`src/sapf_pkg.sv`:
```
// Function
// - power-fail compare uses threshold against upper eight result bits only
// - every threshold register write inserts one bus wait cycle
// - first step trials bit 9 at half reference, keeps it if at or above
// - later bits trial one, tap from decided bits, keep if input >= tap
// - after ten compares, latch result and signal done per mode
// - conversions repeat back to back while run bit stays set
// - any converter register write aborts conversion, restarts if run set
// - writing run zero stops conversion at once, result keeps last value
// - result word is left justified, approximation times 64
// - compare disabled: store result and interrupt on every conversion
// - compare enabled, polarity zero: interrupt when upper byte >= threshold
// - compare enabled, polarity one: interrupt when upper byte < threshold
// - each new result overwrites the result register unconditionally
// - channel change to next done is selected conversion time plus one idle cycle
// - channel from channel bits 1:0, time from mode 5:3, run 7, ref 0
// - compare enable is power-fail mode bit 7, polarity bit 6
// - lower six bits of the result word always read zero
// - result read colliding with end-of-conversion returns old value first
// - mode or channel write at conversion end skips result and interrupt
package sapf_pkg;

  // register addresses on the cpu data bus
  localparam logic [15:0] ADDR_RESULT_LO = 16'hFF08;
  localparam logic [15:0] ADDR_RESULT_HI = 16'hFF09;
  localparam logic [15:0] ADDR_MODE = 16'hFF28;
  localparam logic [15:0] ADDR_CHANNEL = 16'hFF29;
  localparam logic [15:0] ADDR_PF_MODE = 16'hFF2A;
  localparam logic [15:0] ADDR_THRESHOLD = 16'hFF2B;

  // field positions
  localparam int RUN_BIT = 7;
  localparam int REF_BIT = 0;
  localparam int TIME_LSB = 3;
  localparam int TIME_MSB = 5;
  localparam int PF_EN_BIT = 7;
  localparam int PF_POL_BIT = 6;
  localparam int MSB_IDX = 9;
  localparam int RES_BITS = 10;
  localparam int ZERO_BITS = 6;

  localparam logic [7:0] MODE_WMASK = 8'hB9;
  localparam logic [7:0] CHAN_WMASK = 8'h03;
  localparam logic [7:0] RESET_BYTE = 8'h00;
  localparam logic [3:0] FIRST_IDX = 4'h9;

  typedef enum logic [2:0] {
    SAPF_IDLE = 3'b001,
    SAPF_SAMPLE = 3'b010,
    SAPF_CONV = 3'b100
  } sapf_state_t;

  typedef struct packed {
    logic [15:0] addr;
    logic [7:0] wdata;
    logic wr;
    logic rd;
  } sapf_bus_req_t;

  typedef struct packed {
    sapf_state_t st;
    logic [11:0] cnt;
    logic [3:0] idx;
    logic [9:0] tap;
    logic [9:0] result;
    logic [7:0] mode;
    logic [1:0] chan;
    logic pf_en;
    logic pf_pol;
    logic [7:0] thr;
    logic [7:0] rdata;
    logic wait_cyc;
    logic irq;
    logic sampling;
    logic cmp_meta;
    logic cmp_sync;
  } sapf_regs_t;

endpackage : sapf_pkg

```
`src/sapf_ctrl.sv`:
```
`timescale 1ns/10ps
module sapf_ctrl #(
  parameter int SAMPLE_BASE = 8,
  parameter int STEP_BASE = 4
) (
  // clock, reset, enable
  input wire logic clk_sys_i,
  input wire logic reset_i,
  input wire logic ce_i,
  // cpu data bus
  input wire sapf_pkg::sapf_bus_req_t bus_i,
  output logic [7:0] rdata_o,
  output logic wait_o,
  // analog front end
  input wire logic cmp_i,
  output logic [9:0] tap_o,
  output logic sample_o,
  output logic [1:0] channel_o,
  output logic ref_enable_o,
  // conversion outputs
  output logic irq_o,
  output logic [9:0] result_o
);
  import sapf_pkg::*;

  sapf_regs_t q;
  sapf_regs_t d;
  logic wr_conv;
  logic wr_mode_chan;
  logic [9:0] bit_mask;
  logic [9:0] decided;
  logic [7:0] upper;
  logic hit;
  logic [11:0] speed;

  always_comb
  begin
    wr_conv = bus_i.wr && (bus_i.addr == ADDR_MODE ||
      bus_i.addr == ADDR_CHANNEL || bus_i.addr == ADDR_PF_MODE ||
      bus_i.addr == ADDR_THRESHOLD);
    wr_mode_chan = bus_i.wr && (bus_i.addr == ADDR_MODE ||
      bus_i.addr == ADDR_CHANNEL);
    bit_mask = 10'(10'h001 << q.idx);
    // comparator high means input at or above the trial tap
    decided = q.cmp_sync ? q.tap : (q.tap & ~bit_mask);
    upper = decided[MSB_IDX -: 8];
    if (!q.pf_en)
      hit = 1'b1;
    else if (q.pf_pol)
      hit = upper < q.thr;
    else
      hit = upper >= q.thr;
    speed = 12'(q.mode[TIME_MSB:TIME_LSB]) + 12'h001;
  end

  always_comb
  begin
    d = q;
    d.wait_cyc = 1'b0;
    d.irq = 1'b0;
    d.cmp_meta = cmp_i;
    d.cmp_sync = q.cmp_meta;

    if (bus_i.rd)
    begin
      case (bus_i.addr)
        // old result goes out even if a conversion ends now
        ADDR_RESULT_LO: d.rdata = {q.result[1:0], 6'h00};
        ADDR_RESULT_HI: d.rdata = q.result[MSB_IDX -: 8];
        ADDR_MODE: d.rdata = q.mode;
        ADDR_CHANNEL: d.rdata = {6'h00, q.chan};
        ADDR_PF_MODE: d.rdata = {q.pf_en, q.pf_pol, 6'h00};
        ADDR_THRESHOLD: d.rdata = q.thr;
        default: d.rdata = RESET_BYTE;
      endcase
      if (bus_i.addr == ADDR_RESULT_LO || bus_i.addr == ADDR_RESULT_HI)
        d.wait_cyc = 1'b1;
    end

    if (bus_i.wr)
    begin
      case (bus_i.addr)
        ADDR_MODE: d.mode = bus_i.wdata & MODE_WMASK;
        ADDR_CHANNEL: d.chan = bus_i.wdata[1:0];
        ADDR_PF_MODE:
        begin
          d.pf_en = bus_i.wdata[PF_EN_BIT];
          d.pf_pol = bus_i.wdata[PF_POL_BIT];
        end
        ADDR_THRESHOLD: d.thr = bus_i.wdata;
        default: d.thr = q.thr;
      endcase
      if (wr_conv)
        d.wait_cyc = 1'b1;
    end

    case (q.st)
      SAPF_IDLE:
      begin
        d.sampling = 1'b0;
        if (q.mode[RUN_BIT])
        begin
          d.st = SAPF_SAMPLE;
          d.cnt = 12'(SAMPLE_BASE) * speed;
          d.sampling = 1'b1;
        end
      end
      SAPF_SAMPLE:
      begin
        d.cnt = q.cnt - 12'h001;
        if (q.cnt == 12'h001)
        begin
          d.st = SAPF_CONV;
          d.sampling = 1'b0;
          d.idx = FIRST_IDX;
          d.tap = 10'h200;
          d.cnt = 12'(STEP_BASE) * speed;
        end
      end
      SAPF_CONV:
      begin
        d.cnt = q.cnt - 12'h001;
        if (q.cnt == 12'h001)
        begin
          if (q.idx == 4'h0)
          begin
            d.result = decided;
            d.irq = hit;
            d.st = SAPF_SAMPLE;
            d.cnt = 12'(SAMPLE_BASE) * speed;
            d.sampling = 1'b1;
          end
          else
          begin
            d.idx = q.idx - 4'h1;
            d.tap = decided | (bit_mask >> 1);
            d.cnt = 12'(STEP_BASE) * speed;
          end
        end
      end
      default:
      begin
        d.st = SAPF_IDLE;
        d.sampling = 1'b0;
      end
    endcase

    // a register write beats a finishing conversion; in idle it also
    // holds off the start for one cycle, so a stop written then sticks
    if (wr_conv)
    begin
      d.st = SAPF_IDLE;
      d.sampling = 1'b0;
      d.irq = 1'b0;
      d.result = q.result;
    end
  end

  always_ff @(posedge clk_sys_i or posedge reset_i)
  begin
    if (reset_i)
    begin
      q.st <= SAPF_IDLE;
      q.cnt <= 12'h000;
      q.idx <= 4'h0;
      q.tap <= 10'h000;
      q.result <= 10'h000;
      q.mode <= RESET_BYTE;
      q.chan <= 2'h0;
      q.pf_en <= 1'b0;
      q.pf_pol <= 1'b0;
      q.thr <= RESET_BYTE;
      q.rdata <= RESET_BYTE;
      q.wait_cyc <= 1'b0;
      q.irq <= 1'b0;
      q.sampling <= 1'b0;
      q.cmp_meta <= 1'b0;
      q.cmp_sync <= 1'b0;
    end
    else if (ce_i)
    begin
      q <= d;
    end
  end

  assign rdata_o = q.rdata;
  assign wait_o = q.wait_cyc;
  assign tap_o = q.tap;
  assign sample_o = q.sampling;
  assign channel_o = q.chan;
  assign ref_enable_o = q.mode[REF_BIT];
  assign irq_o = q.irq;
  assign result_o = q.result;

  irq_high_a: assert property (
    @(posedge clk_sys_i) disable iff (reset_i)
    (irq_o && q.pf_en && !q.pf_pol) |-> (result_o[9:2] >= q.thr))
    else $error("interrupt raised below threshold");

  irq_low_a: assert property (
    @(posedge clk_sys_i) disable iff (reset_i)
    (irq_o && q.pf_en && q.pf_pol) |-> (result_o[9:2] < q.thr))
    else $error("interrupt raised at or above threshold");

  thr_wait_a: assert property (
    @(posedge clk_sys_i) disable iff (reset_i)
    (ce_i && bus_i.wr && bus_i.addr == ADDR_THRESHOLD) |=> wait_o)
    else $error("threshold write without wait cycle");

  low_zero_a: assert property (
    @(posedge clk_sys_i) disable iff (reset_i)
    (ce_i && bus_i.rd && bus_i.addr == ADDR_RESULT_LO) |=>
      (rdata_o[5:0] == 6'h00 && rdata_o[7:6] == $past(result_o[1:0])))
    else $error("low result byte wrong");

  write_abort_a: assert property (
    @(posedge clk_sys_i) disable iff (reset_i)
    (ce_i && wr_conv && q.st != SAPF_IDLE) |=>
      (q.st == SAPF_IDLE && !irq_o && !sample_o))
    else $error("write did not abort conversion");

  run_stop_a: assert property (
    @(posedge clk_sys_i) disable iff (reset_i)
    (ce_i && bus_i.wr && bus_i.addr == ADDR_MODE && !bus_i.wdata[RUN_BIT])
      |=> (q.st == SAPF_IDLE) ##1 (q.st == SAPF_IDLE))
    else $error("conversion kept running after stop");

  first_tap_a: assert property (
    @(posedge clk_sys_i) disable iff (reset_i)
    $rose(q.st == SAPF_CONV) |-> (tap_o == 10'h200 && q.idx == FIRST_IDX))
    else $error("first trial is not half reference");

  back_to_back_a: assert property (
    @(posedge clk_sys_i) disable iff (reset_i)
    irq_o |-> (q.st == SAPF_SAMPLE && sample_o))
    else $error("no new sample after conversion end");

  result_load_a: assert property (
    @(posedge clk_sys_i) disable iff (reset_i)
    (ce_i && q.st == SAPF_CONV && q.idx == 4'h0 && q.cnt == 12'h001
      && !wr_conv) |=> (result_o == $past(decided)))
    else $error("result not overwritten at conversion end");

  end_skip_a: assert property (
    @(posedge clk_sys_i) disable iff (reset_i)
    (ce_i && wr_mode_chan && q.st == SAPF_CONV && q.idx == 4'h0
      && q.cnt == 12'h001) |=> (!irq_o && $stable(result_o)))
    else $error("end write did not skip result");

endmodule : sapf_ctrl

```
`config.mk`:
```
export PLATFORM = sky130hd
export DESIGN_NAME = sapf_ctrl
export DESIGN_NICKNAME = d
export VERILOG_FILES = /design/src/sapf_pkg.sv /design/src/sapf_ctrl.sv
export SDC_FILE = /design/constraint.sdc
export NUM_CORES = 1
export LEC_CHECK = 0
export BUFFER_PORTS_ARGS = -buffer_cell sky130_fd_sc_hd__buf_2
export CORE_AREA = 2 2 91 93
export DETAILED_ROUTE_END_ITERATION = 12
export DIE_AREA = 0 0 93 95
export GPL_ROUTABILITY_DRIVEN = 0
export PLACE_DENSITY = 0.77
export SYNTH_ARGS = -nofsm -noshare
export SYNTH_HDL_FRONTEND = slang
export SYNTH_SLANG_ARGS = --single-unit
```
`constraint.sdc`:
```
create_clock -name clk_sys_i -period 2.55 [get_ports clk_sys_i]
set_input_delay 0 -clock clk_sys_i [delete_from_list [all_inputs] [get_ports clk_sys_i]]
set_output_delay 0 -clock clk_sys_i [all_outputs]
set_load 0.02 [all_outputs]
```
Word-level counts from Yosys, hierarchy flattened
Index checks and enable logic that the tools add are counted.
{"block": "classes", "div": 0, "eq_ne": 18, "bitwise": 4, "reduce_logical": 18, "n_lt_le_gt_ge": 2, "mux": 26, "n_mul": 0, "n_addsub": 3, "n_shift": 1}
{"op": "16-bit == test, second input constant", "n": 6}
{"op": "8-bit case mux with 6 select lines", "n": 1}
{"op": "39-bit two-way mux", "n": 1}
{"op": "12-bit case mux with 3 select lines", "n": 1}
{"op": "29-bit two-way mux", "n": 1}
{"op": "14-bit case mux with 2 select lines", "n": 1}
{"op": "10-bit two-way mux", "n": 2}
{"op": "15-bit two-way mux", "n": 1}
{"op": "3-bit AND reduction", "n": 5}
{"op": "5-bit AND reduction", "n": 3}
{"op": "14-bit two-way mux", "n": 1}
{"op": "12-bit by 1-bit == test with 1-bit output, second input constant", "n": 1}
{"op": "3-bit inequality test, second input constant", "n": 4}
{"op": "12-bit by 1-bit subtractor with 12-bit output, second input constant", "n": 1}
{"op": "10-bit bitwise AND", "n": 1}
{"op": "10-bit NOT", "n": 1}
{"op": "10-bit by 9-bit OR with 10-bit output", "n": 1}
{"op": "1-bit by 4-bit left shift with 10-bit output, first input constant", "n": 1}
{"op": "1-bit two-way mux", "n": 9}
{"op": "3-bit case mux with 3 select lines", "n": 1}
{"op": "8-bit greater-or-equal comparator", "n": 1}
{"op": "8-bit < comparator", "n": 1}
{"op": "2-bit inequality test, second input constant", "n": 4}
{"op": "7-bit two-way mux", "n": 1}
{"op": "16 further kinds", "n": 22}
{"block": "totals", "input_bits": 30, "wordCells": 88, "romBits": 0, "mem_bits_rw": 0, "latch_bits": 0, "memories": 0, "output_inout_bits": 34, "ff_bits": 69}

Depth between registers and ports, before layout
{"block": "logic_depth", "word_depth": 11, "depth_mapped": 11, "ltp_nobuf": 11}

Least setup slack after synthesis
No wires, ideal clock.
{"block": "synth_path", "path_kind": "register to register", "start": "register q[53] (netlist name)", "end": "register q, in the netlist tap_o[1]", "path_buffers": 1, "setup_ns": 0.122, "stages_incl_launch_ff": 9, "slack_ns": 0.484, "period_less_slack_ns": 2.066, "t_required_ns": 2.428, "arrival_time_ns": 1.944, "path_cell_list": "dfrtp_1 inv_1 ha_1 or3b_2 a21oi_2 or3_1 buf_6 nor2_1 a32o_1"}
{"block": "synth_via", "elab_chain_cells": 8, "word_cells_on_any_way": 11, "classes_between": "1 x eq/ne; 1 x shift; 4 x mux; 3 x bitwise; 2 x reduce/logical"}
{"item": "start: declaration", "line": "sapf_ctrl.sv:26", "rtl": "sapf_regs_t q;"}
{"item": "1-bit by 4-bit left shift with 10-bit output", "line": "sapf_ctrl.sv:43", "rtl": "bit_mask = 10'(10'h001 << q.idx);"}
{"item": "10-bit NOT", "line": "sapf_ctrl.sv:45", "rtl": "decided = q.cmp_sync ? q.tap : (q.tap & ~bit_mask);"}
{"item": "10-bit bitwise AND", "line": "sapf_ctrl.sv:45"}
{"item": "10-bit two-way mux", "line": "sapf_ctrl.sv:45"}
{"item": "10-bit by 9-bit OR with 10-bit output", "line": "sapf_ctrl.sv:136", "rtl": "d.tap = decided | (bit_mask >> 1);"}
{"item": "14-bit two-way mux", "line": "sapf_ctrl.sv:125", "rtl": "if (q.idx == 4'h0)"}
{"item": "39-bit two-way mux", "line": "sapf_ctrl.sv:123", "rtl": "if (q.cnt == 12'h001)"}
{"item": "14-bit case mux with 2 select lines", "line": "sapf_ctrl.sv:97", "rtl": "case (q.st)"}
Parallel ways exist; a longest one is shown, timed or not. The select of a mux whose other input is x is not followed.
A chain may end at the register's enable or synchronous reset.

Worst setup path after layout
{"block": "layout_path", "start": "register q[54] (netlist name)", "end": "register q, in the netlist irq_o"}
{"block": "layout_via", "elab_chain_cells": 11, "word_cells_on_any_way": 13, "classes_between": "2 x order compare; 1 x shift; 7 x mux; 2 x bitwise; 1 x reduce/logical"}
{"item": "1-bit by 4-bit left shift with 10-bit output *", "line": "sapf_ctrl.sv:43"}
{"item": "10-bit NOT *", "line": "sapf_ctrl.sv:45"}
{"item": "10-bit bitwise AND *", "line": "sapf_ctrl.sv:45"}
{"item": "10-bit two-way mux *", "line": "sapf_ctrl.sv:45"}
{"item": "net decided[5]", "line": "sapf_ctrl.sv:31", "rtl": "logic [9:0] decided;"}
{"item": "8-bit greater-or-equal comparator or 8-bit < comparator (tied branches)", "line": "sapf_ctrl.sv:52, sapf_ctrl.sv:50"}
{"item": "1-bit two-way mux *", "line": "sapf_ctrl.sv:49", "rtl": "else if (q.pf_pol)"}
{"item": "1-bit two-way mux *", "line": "sapf_ctrl.sv:47", "rtl": "if (!q.pf_en)"}
{"item": "2-bit two-way mux *", "line": "sapf_ctrl.sv:125"}
{"item": "2-bit two-way mux *", "line": "sapf_ctrl.sv:123"}
{"item": "1-bit two-way mux *", "line": "sapf_ctrl.sv:97"}
{"item": "2-bit two-way mux *", "line": "sapf_ctrl.sv:150", "rtl": "if (wr_conv)"}
Mark *: on every way through the listed nets, which the timed path passes. The rest lies on a longest branch. The select of a mux whose other input is x is not followed.

==> results.md <==
* Outcome: complete, no violations
* # rows at 33
* CTS tree: done
* WHS at approximately 0.085 ns
* Sequential power share at between 50% and 60%
* Sequential area share after synthesis at 40.6%
* Hold_sp: bus_i[10]
* WL per Instance at around 17 um
* Number of global-route vias before repair at ~3,400
* Fraction of layout instances using a drive strength above 1 at 30.2%
* Hold EP: rdata_o[1]$_DFFE_PP0P_
* R2R cell count at 10
* RR Startpoint: q[54]$_DFFE_PP0P_
* Most frequent cells in the layout: dfrtp_1, buf_2, nand2_1, o21ai_0, mux2_2
* Reg-to-reg critical path endpoint: irq_o$_DFFE_PP0P_
* Fillers at between 600 and 700
* Pint at around 1.5 mW
* Peak fanout along the critical path at 4
* Clock share of power at 38.1%
* GR Util All Layers at between 20% and 30%
* Post-synth ARST share at 100%
* Final Non-Filler Cells at approximately 580
* Hold Path Stages at 3
* Final Worst Setup Slack at 0.202 ns
* Initial DRT Pass Iterations at 4
* Startpoint Class: flop
* DP HPWL at ~7300 um
* CTS buffer count at 9
* Core area at approximately 0.0079 mm^2
* Gate Count Post-Synth at 420
* Setup TNS at 0 ns
* Top FF cell, synth: dfrtp_1
* Total Power at approximately 2.1 mW
* Die area at 0.00884 mm^2
* 1st-iter DRT viols at about 200
* Clock Root Buffer: clkbuf_8
* Clk_lat worst skew at roughly 0.36 ns
* Sw Pwr at 0.584 mW
* Cell area power density at 447 mW/mm^2
* Cells after DPL at between 500 and 600
* WP data required at 2.82 ns
* Cell area after synthesis at between 0.004 and 0.005 mm^2
* Number of placed I/O pins at between 60 and 70
* Slew Limit Fails at 0
* Multi-input logic area at roughly 0.0021 mm^2
* Fin Clk Skew at approximately 0.008 ns
* Yosys top cell area share at ~40%
* Hold Crit Class: input pin to flop
* Yosys top cell by area: dfrtp_1
* Total gr overflow at 0
* Height of the chip at roughly 95 um
* Port bufs at 63
* Initial antenna violation count at 1
* Clock tree sinks at slightly below 70
* Syn Nets at ~470
* Final hold viol count at 0
* Finish-stage setup viols at 0
* Commonest non-fill, non-tap cell in the layout: dfrtp_1
* Largest net degree at the start of global routing at 70
* CP arrival at 2.62 ns
* Via Count at 3,401
* VDD IR-drop max at 0.000321 V
* Comb power frac at 8.8%
* Post-route ant nets at 0
* Synth warnings at 0
* Worst slew margin at about 42%
* Drc violations at 0
* Final net count at 515
* Final period util at 92.1%
* Distinct cells, synth at between 60 and 70
* Largest cells by area after synthesis: dfrtp_1, mux2_2, buf_4
* Setup Buffers After CTS at 0
* Die width at roughly 93 um
* Diode count at 0
* Drt total wl at roughly 10000 um
* H-tree depth at 3
* Unrepaired setup endpoints after global routing: false
* Least-Margin Pin Slew at a little under 0.9 ns
* Net Sw Frac at approximately 28%
* CTS clk-pin slew, worst paths at about 0.08 ns
* Post-synth EDFFs at 0
* Maximum clock rate at about 430 MHz
* Layout area overhead at 11.5%
* CTS max path bufs at 2
* #FFs+latches synth at 69
* # Max-Cap Violations at 0
* Setup CP Type: flop to flop
* Vias per cell at between 5 and 6
* Crit. End Element: flop
* Pre-CTS setup slack at ~0.046 ns
* Static Leak at between 2 and 2.5 nW
* Starting Density at between 50 and 60%
* Synthesized area per cell at 10.1 um^2
* Register Area at between 0.0015 and 0.002 mm^2
* Final min period at ~2.3 ns
* First-pass GRT wire length at about 17,000 um
* Flop-to-flop setup slack at roughly 0.20 ns
## state kept, by name, summed over array words and instances (netlist names), 2 cells and up
name / flops
channel_o: 2
result_o: 10
tap_o: 10
rdata_o: 8
q: 34
## power by group through the flow
stage          clock, mW  sequential (mW)  combinational (mW)
6_report           0.807             1.13               0.187
5_1_grt            0.870             1.13               0.208
4_1_cts            0.826             1.13               0.188
3_5_place_dp           0             1.15               0.173
3_3_place_gp           0             1.15               0.169
2_1_floorplan          0             1.14               0.118
## synth_stat cells (6+ instances only)
cell type / instances
nor3_1: 13
mux2_2: 24
dfrtp_1: 68
buf_4: 33
a21oi_1: 18
o21ai_0: 28
nand3_1: 7
inv_1: 24
clkbuf_1: 7
nand2_1: 28
a22oi_1: 9
o31ai_1: 8
nor2b_1: 6
nor2_1: 17
ha_1: 16
## final cells by class
class,instances,area share [%]
clock inverters,7,1.08
clock buffers,9,2.61
well taps,105,2.77
multi-input cells,279,44.3
flip-flops and latches,69,36.4
inverters,24,1.90
repair buffers,86,10.9
## worst max-delay path: stages (launching register included)
cell	delay (ns)
dfrtp_1	0.41
inv_1	0.13
ha_1	0.23
nand2b_1	0.13
o31a_1	0.32
ha_1	0.35
a21oi_1	0.22
a31oi_1	0.10
o21ai_0	0.15
o31ai_1	0.08
o21ai_0	0.15
## timing repair
action	in CTS	in global routing
endpoints found under the setup margin	0	9
hold buffers	11	0
endpoints found under the hold margin	87	0
gates resized for setup	0	1
## per-layer routing
layer | global-route usage (%) | share of wire, % | routed length [um] | vias up
li1 | - | - | - | 1598
met1 | 31.1 | 44 | 4420 | 1682
met5 | 0 | 0 | 0 | -
met3 | 4.31 | 4.3 | 424 | 24
met4 | 13.1 | 3.1 | 307 | 0
met2 | 39.7 | 48 | 4800 | 97
## stage by stage
step | util, % | instance area (um^2)
5_1_grt | 59.8 | 4740
6_report | 59.8 | 4740
3_5_place_dp | 56.1 | 4450
2_1_floorplan | - | 4250
3_3_place_gp | 56.1 | 4450
4_1_cts | 59.7 | 4740
## kinds of logic after synthesis
family	Yosys count	synth area share [%]
compound gates	102	15.8
simple gates	122	18.4
flops	69	40.6
xor+xnor	8	1.65
mux	31	8.59
fa+ha+maj	16	4.71
buf+inv	72	10.2
## worst max-delay path by stage
stage                      startpoint                    to  slack (ns)  depth (start not counted)
finish              q[54]$_DFFE_PP0P_     irq_o$_DFFE_PP0P_        0.20                         10
global route        q[54]$_DFFE_PP0P_     irq_o$_DFFE_PP0P_        0.02                         10
CTS                 q[53]$_DFFE_PP0P_  tap_o[1]$_DFFE_PP0P_        0.04                          7
detailed placement  q[53]$_DFFE_PP0P_  tap_o[1]$_DFFE_PP0P_        0.05                          7
global placement    q[53]$_DFFE_PP0P_  tap_o[1]$_DFFE_PP0P_        0.20                          7
floorplan           q[53]$_DFFE_PP0P_  tap_o[1]$_DFFE_PP0P_        0.48                          8
No activity file was read; power rests on OpenSTA's default activity.
